## config.mk

```make
export PLATFORM = sky130hd
export DESIGN_NAME = regulator_control_registers
export DESIGN_NICKNAME = d
export VERILOG_FILES = /design/src/hw/regulator_control_pkg.sv /design/src/hw/regulator_control_registers.sv
export VERILOG_INCLUDE_DIRS = /design/src /design/src/hw
export SDC_FILE = /design/constraint.sdc
export NUM_CORES = 1
export LEC_CHECK = 0
export BUFFER_PORTS_ARGS = -buffer_cell sky130_fd_sc_hd__buf_2
export CAP_MARGIN = 20
export CORE_MARGIN = 2
export CORE_UTILIZATION = 45
export DETAILED_ROUTE_END_ITERATION = 10
export PLACE_DENSITY = 0.69
export SYNTH_ARGS = -nofsm -noshare
export SYNTH_HDL_FRONTEND = slang
export SYNTH_SLANG_ARGS = --single-unit
```

## constraint.sdc

```tcl
create_clock -name core_clk -period 2.3 [get_ports core_clk]
set_clock_uncertainty 0.2 [all_clocks]
set_input_delay 0.23 -clock core_clk [delete_from_list [all_inputs] [get_ports core_clk]]
set_output_delay 0.23 -clock core_clk [all_outputs]
set_load 0.05 [all_outputs]
```

## src/hw/regulator_control_map.svh

```systemverilog
// register offsets, field positions and reset values for the regulator control bank
`ifndef REGULATOR_CONTROL_MAP_SVH
`define REGULATOR_CONTROL_MAP_SVH
`define ADDR_SECOND_BUCK_MODE_ENABLE  8'h04
`define ADDR_SECOND_BUCK_LIMIT_SLEW   8'h05
`define ADDR_FIRST_BUCK_VOLTAGE_CODE  8'h06
`define ADDR_SECOND_BUCK_VOLTAGE_CODE 8'h07
`define ADDR_FIRST_LINEAR_CONTROL     8'h08
`define BIT_FORCED_PWM                3
`define BIT_DISCHARGE                 2
`define BIT_PIN_GATING                1
`define BIT_ENABLE                    0
`define LIMIT_MSB                     5
`define LIMIT_LSB                     3
`define SLEW_MSB                      2
`define SLEW_LSB                      0
`define RST_SECOND_BUCK_MODE_ENABLE   8'h07
`define RST_SECOND_BUCK_LIMIT_SLEW    8'h2a
`define RST_VOLTAGE_CODE              8'h59
`define RST_FIRST_LINEAR_CONTROL      8'h07
`define MASK_SECOND_BUCK_MODE_ENABLE  8'h0f
`define MASK_SECOND_BUCK_LIMIT_SLEW   8'h3f
`define MASK_FIRST_LINEAR_CONTROL     8'h07
`define MASK_VOLTAGE_CODE             8'hff
`endif

```

## src/hw/regulator_control_pkg.sv

```systemverilog
// types shared by the regulator control bank
package regulator_control_pkg;
  // register access request from the serial port front end
  typedef struct packed {
    logic       wr_en;
    logic [7:0] addr;
    logic [7:0] wdata;
  } reg_req_s;
  // controls presented to the second buck core
  typedef struct packed {
    logic       forced_pulse_width;
    logic       discharge_on;
    logic       run;
    logic [2:0] current_limit;
    logic [2:0] slew_select;
    logic [7:0] voltage_code;
  } buck_ctrl_s;
  // controls presented to the first linear core
  typedef struct packed {
    logic discharge_on;
    logic run;
  } linear_ctrl_s;
endpackage : regulator_control_pkg

```

## src/hw/regulator_control_registers.sv

```systemverilog
// control register bank for the second buck, both buck voltages and the first linear regulator
`timescale 1ns/1ps
`include "regulator_control_map.svh"

// Overview of operation
// - bit 3 of mode register picks auto pfm/pwm (0) or forced pwm (1), reset 0.
// - bit 2 applies second buck discharge resistor while disabled, reset 1.
// - bit 1 set means second buck needs enable bit and pin both, reset 1.
// - bit 0 enables second buck, reset 1.
// - limit field bits 5:3, codes 0..5 give 1.5..4.0 A, reset 5.
// - slew field bits 2:0, codes 2..7 give 10..0.47 mV/us, reset 2.
// - voltage codes below 0x14 reserved; 0x14..0x17 step 10 mV from 0.7 V.
// - voltage codes 0x18..0x9d step 5 mV from 0.735 V to 1.4 V.
// - voltage codes 0x9e..0xff step 20 mV from 1.42 V to 3.36 V.
// - both voltage code registers are full eight bit read/write, reset 0x59.
// - bit 2 applies first linear discharge resistor while disabled, reset 1.
// - bit 1 set means first linear needs enable bit and pin both, reset 1.
// - bit 0 enables first linear regulator, reset 1.
module regulator_control_registers
  import regulator_control_pkg::*;
(
  input  wire logic         core_clk,     // 100 mhz clock
  input  wire logic         reset,        // synchronous, active high
  input  wire reg_req_s     req,          // register request, one cycle
  input  wire logic         req_valid,    // request strobe
  input  wire logic         enable_pin,   // external enable pin, asynchronous
  output logic [7:0]        rdata,        // read data, registered
  output logic              rdata_valid,  // read answer pulse
  output buck_ctrl_s        buck_ctrl,    // second buck controls
  output logic [7:0]        first_buck_voltage_code, // first buck voltage code
  output linear_ctrl_s      linear_ctrl   // first linear controls
);

  logic [7:0] mode_r, mode_nxt;
  logic [7:0] limit_r, limit_nxt;
  logic [7:0] vfirst_r, vfirst_nxt;
  logic [7:0] vsecond_r, vsecond_nxt;
  logic [7:0] linear_r, linear_nxt;
  logic [7:0] rdata_r, rdata_nxt;
  logic       rvalid_r, rvalid_nxt;
  logic       pin_meta_r, pin_sync_r;
  buck_ctrl_s   buck_r, buck_nxt;
  logic [7:0]   vout_r, vout_nxt;
  linear_ctrl_s lin_r, lin_nxt;

  // register writes; reserved upper bits are held at zero
  always_comb
  begin
    mode_nxt    = mode_r;
    limit_nxt   = limit_r;
    vfirst_nxt  = vfirst_r;
    vsecond_nxt = vsecond_r;
    linear_nxt  = linear_r;
    if (req_valid && req.wr_en)
    begin
      case (req.addr)
        `ADDR_SECOND_BUCK_MODE_ENABLE:  mode_nxt    = req.wdata & `MASK_SECOND_BUCK_MODE_ENABLE;
        `ADDR_SECOND_BUCK_LIMIT_SLEW:   limit_nxt   = req.wdata & `MASK_SECOND_BUCK_LIMIT_SLEW;
        `ADDR_FIRST_BUCK_VOLTAGE_CODE:  vfirst_nxt  = req.wdata;
        `ADDR_SECOND_BUCK_VOLTAGE_CODE: vsecond_nxt = req.wdata;
        `ADDR_FIRST_LINEAR_CONTROL:     linear_nxt  = req.wdata & `MASK_FIRST_LINEAR_CONTROL;
        default:                        mode_nxt    = mode_r;
      endcase
    end
  end

  // read mux; unmapped addresses read zero
  always_comb
  begin
    rvalid_nxt = req_valid && !req.wr_en;
    rdata_nxt  = rdata_r;
    if (req_valid && !req.wr_en)
    begin
      case (req.addr)
        `ADDR_SECOND_BUCK_MODE_ENABLE:  rdata_nxt = mode_r;
        `ADDR_SECOND_BUCK_LIMIT_SLEW:   rdata_nxt = limit_r;
        `ADDR_FIRST_BUCK_VOLTAGE_CODE:  rdata_nxt = vfirst_r;
        `ADDR_SECOND_BUCK_VOLTAGE_CODE: rdata_nxt = vsecond_r;
        `ADDR_FIRST_LINEAR_CONTROL:     rdata_nxt = linear_r;
        default:                        rdata_nxt = 8'h00;
      endcase
    end
  end

  // core controls with pin gating; voltage codes pass unchanged to the cores
  always_comb
  begin
    buck_nxt.forced_pulse_width = mode_r[`BIT_FORCED_PWM];
    buck_nxt.discharge_on       = mode_r[`BIT_DISCHARGE];
    buck_nxt.run                = mode_r[`BIT_ENABLE]
                                  && (!mode_r[`BIT_PIN_GATING] || pin_sync_r);
    buck_nxt.current_limit      = limit_r[`LIMIT_MSB:`LIMIT_LSB];
    buck_nxt.slew_select        = limit_r[`SLEW_MSB:`SLEW_LSB];
    buck_nxt.voltage_code       = vsecond_r;
    vout_nxt                    = vfirst_r;
    lin_nxt.discharge_on        = linear_r[`BIT_DISCHARGE];
    lin_nxt.run                 = linear_r[`BIT_ENABLE]
                                  && (!linear_r[`BIT_PIN_GATING] || pin_sync_r);
  end

  // state registers
  always_ff @(posedge core_clk)
  begin
    if (reset)
    begin
      mode_r     <= `RST_SECOND_BUCK_MODE_ENABLE;
      limit_r    <= `RST_SECOND_BUCK_LIMIT_SLEW;
      vfirst_r   <= `RST_VOLTAGE_CODE;
      vsecond_r  <= `RST_VOLTAGE_CODE;
      linear_r   <= `RST_FIRST_LINEAR_CONTROL;
      rdata_r    <= 8'h00;
      rvalid_r   <= 1'b0;
      pin_meta_r <= 1'b0;
      pin_sync_r <= 1'b0;
      buck_r     <= '0;
      vout_r     <= `RST_VOLTAGE_CODE;
      lin_r      <= '0;
    end
    else
    begin
      mode_r     <= mode_nxt;
      limit_r    <= limit_nxt;
      vfirst_r   <= vfirst_nxt;
      vsecond_r  <= vsecond_nxt;
      linear_r   <= linear_nxt;
      rdata_r    <= rdata_nxt;
      rvalid_r   <= rvalid_nxt;
      pin_meta_r <= enable_pin;
      pin_sync_r <= pin_meta_r;
      buck_r     <= buck_nxt;
      vout_r     <= vout_nxt;
      lin_r      <= lin_nxt;
    end
  end

  assign rdata                   = rdata_r;
  assign rdata_valid             = rvalid_r;
  assign buck_ctrl               = buck_r;
  assign first_buck_voltage_code = vout_r;
  assign linear_ctrl             = lin_r;
endmodule : regulator_control_registers

```

==> metrics <==
run status finished, final reports clean; crit end category flop; Synthesized Nets 253; fmax 568 MHz; TritonCTS clock tree yes; Worst slew margin 59.9%; Cell Rows 26; GRT Residual Overflow 0; cts repair resizes 0; maximum vdd drop 404 µV; Seq/Total Area, Yosys 54.3%; register bit total from synthesis 67; fraction of layout cells with a size suffix above 1 30.8%; area leader, netlist dfxtp_1; PortBufs 56; CP Launch Type primary input; Final Power between 2000 and 2500 µW; CTS max path bufs 2; RSZ-0062 raised after global routing false; Hold Buf Count CTS 5; WP data arrival between 1.5 and 2 ns; Routed WL roughly 5100 µm; CTS Sinks 67; max-cap viol count 0; initial drt markers 56; DP Area about 0.0029 mm²; Core Area 0.00520 mm²; clock buffer count from CTS 9; Pleak 0.00139 µW; met3 usage under 10%; synthesized area per cell about 11 µm²; Setup Buffers After CTS 0; Hold Vio Cnt, Final 0; Pins Over Slew Limit 0; worst hold path type primary input to flop; initial core utilization 47.5%; gr usage total between 10% and 20%; Worst-path clk slew 0.07 ns; root buf cell clkbuf_8; die area 0.00610 mm²; vias in the first global route 1,762; post-synth top area share approximately 54%; Final period util 76.6%; final instance area 0.00309 mm²; largest net degree at the start of global routing 38; Chip Width ~78 µm; vias per std cell 4.83; H-tree Lvls 3; antenna viol nets, final 0; Cell Area, Synth roughly 0.0025 mm²; top post-synthesis cells by area dfxtp_1 54%, mux2i_1 7.7%, nor2b_1 5.3%; initial antenna violation count 0; Netlist cell types 30; fin util 59.3%; nets 322; TritonRoute pass-1 iters 4; Setup Crit Path Kind primary input to flop; Inserted Diodes 0; GPL Wtd Cong 0.757; CP required 2.35 ns; grt peak-use layer met2; Die Span Y 78.1 µm; met2 Use GR 27.8%; Via Count 1,810; slew at the pin closest to its max-slew limit 0.602 ns; worst skew pair latency 0.32 ns; synth warn 0; setup TNS 0 ns; Min Hold Slack 0.00581 ns; DR DRC count 0; P per Cell Area 720 mW/mm²; Synth-to-Final Area Change 24.9%; crit-path max FO 4; final setup fails 0; global-route wire length before repair 8470 µm; WL per Instance approximately 14 µm; dpl hpwl 3610 µm; Mapped Cells 232; grt met1 use 24.4%; min Tclk post-route 1.76 ns; boundary pin count 57
[logic make-up after synthesis]
logic type	Yosys count	share of synthesized area [%]
AOI/OAI and AO/OA	19	5.37
buffers and inverters	27	4.41
DFF	67	54.3
muxes	28	13.9
and+or+nand+nor	91	22.0
[power breakdown]
group	internal, µW	switching [µW]	total (µW)	leakage (µW)
clock network	471	395	865	0.0000953
logic	60.0	116	176	0.000750
registers	1180	4.11	1180	0.000545
[critical path, cell delays in order]
cell and delay [ns]:
buf_2 0.09, or4_4 0.59, nor2_1 0.26, and4b_1 0.27, buf_4 0.18, mux2i_1 0.19
[stage by stage]
step,std cells,worst slack (ns)
global placement,355,0.267
global route,375,0.435
finish,375,0.539
floorplan,232,0.312
CTS,375,0.557
detailed placement,355,0.221
[cells in the final DEF, fill, tap and decap left out]
master / instances
a22o_1: 2
mux2i_1: 19
dfxtp_1: 67
mux4_2: 4
a221oi_1: 3
a211o_1: 3
nand2b_1: 15
nor2_1: 24
nor4_4: 2
clkbuf_8: 12
clkinv_2: 2
a32oi_1: 2
nand3_1: 3
or4_4: 1
and4b_1: 1
buf_4: 10
mux2_2: 3
mux2_4: 2
buf_2: 56
nor2b_1: 21
nor3b_1: 2
and3_1: 3
a21oi_1: 9
nand4_1: 1
dlygate4sd3_1: 5
clkbuf_1: 1
nand2_1: 5
or2_2: 1
inv_1: 14
nor3_1: 9
and4_1: 1
and2_0: 1
nor4b_4: 1
[per-layer routing]
metal | vias to the layer above | wire length, µm
met5 | - | 0
met4 | 0 | 91
met3 | 9 | 218
met2 | 40 | 2330
met1 | 841 | 2440
li1 | 920 | -
[flip-flops by register name, indices dropped and copies added, names as in the netlist]
register,count
linear_ctrl,2
limit_r,6
buck_ctrl,17
rdata,8
pin_meta_r,1
pin_sync_r,1
rdata_valid,1
vfirst_r,8
first_buck_voltage_code,8
linear_r,3
vsecond_r,8
mode_r,4
[path summary, 6_finish.rpt]
kind | start | slack, ns | to | cells after the start
setup / recovery | req[13] | 0.54 | vfirst_r[6] | 6
hold / removal | req[2] | 0.006 | mode_r[2] | 3
setup reg to reg | vsecond_r[0] | 0.76 | rdata[0] | 3
hold reg to reg | pin_meta_r | 0.24 | pin_sync_r | 1
[synth_stat cells]
| library cell | n |
|---|---|
| dfxtp_1 | 67 |
| nor2_1 | 24 |
| nor2b_1 | 21 |
| mux2i_1 | 19 |
| nand2b_1 | 15 |
| inv_1 | 14 |
| a21oi_1 | 9 |
| nor3_1 | 9 |
| clkbuf_1 | 6 |
| buf_1 | 5 |
| nand2_1 | 5 |
| mux4_2 | 4 |
| a211o_1 | 3 |
| a221oi_1 | 3 |
| and3_1 | 3 |
| mux2_2 | 3 |
| nand3_1 | 3 |
| a22o_1 | 2 |
| a32oi_1 | 2 |
| buf_4 | 2 |
| mux2_4 | 2 |
| nor3b_1 | 2 |
| nor4_4 | 2 |
| and2_0 | 1 |
| and4_1 | 1 |
| and4b_1 | 1 |
| nand4_1 | 1 |
| nor4b_4 | 1 |
| or2_2 | 1 |
| or4_4 | 1 |
[layout make-up]
class,instances,area (µm²)
sequential,67,1340
fill,461,2120
tap,70,87.6
timing repair buffer,71,405
multi-input combinational,138,1020
clock inverter,2,10.0
inverter,14,52.6
clock buffer,13,169
No activity file was read; power rests on OpenSTA's default activity.
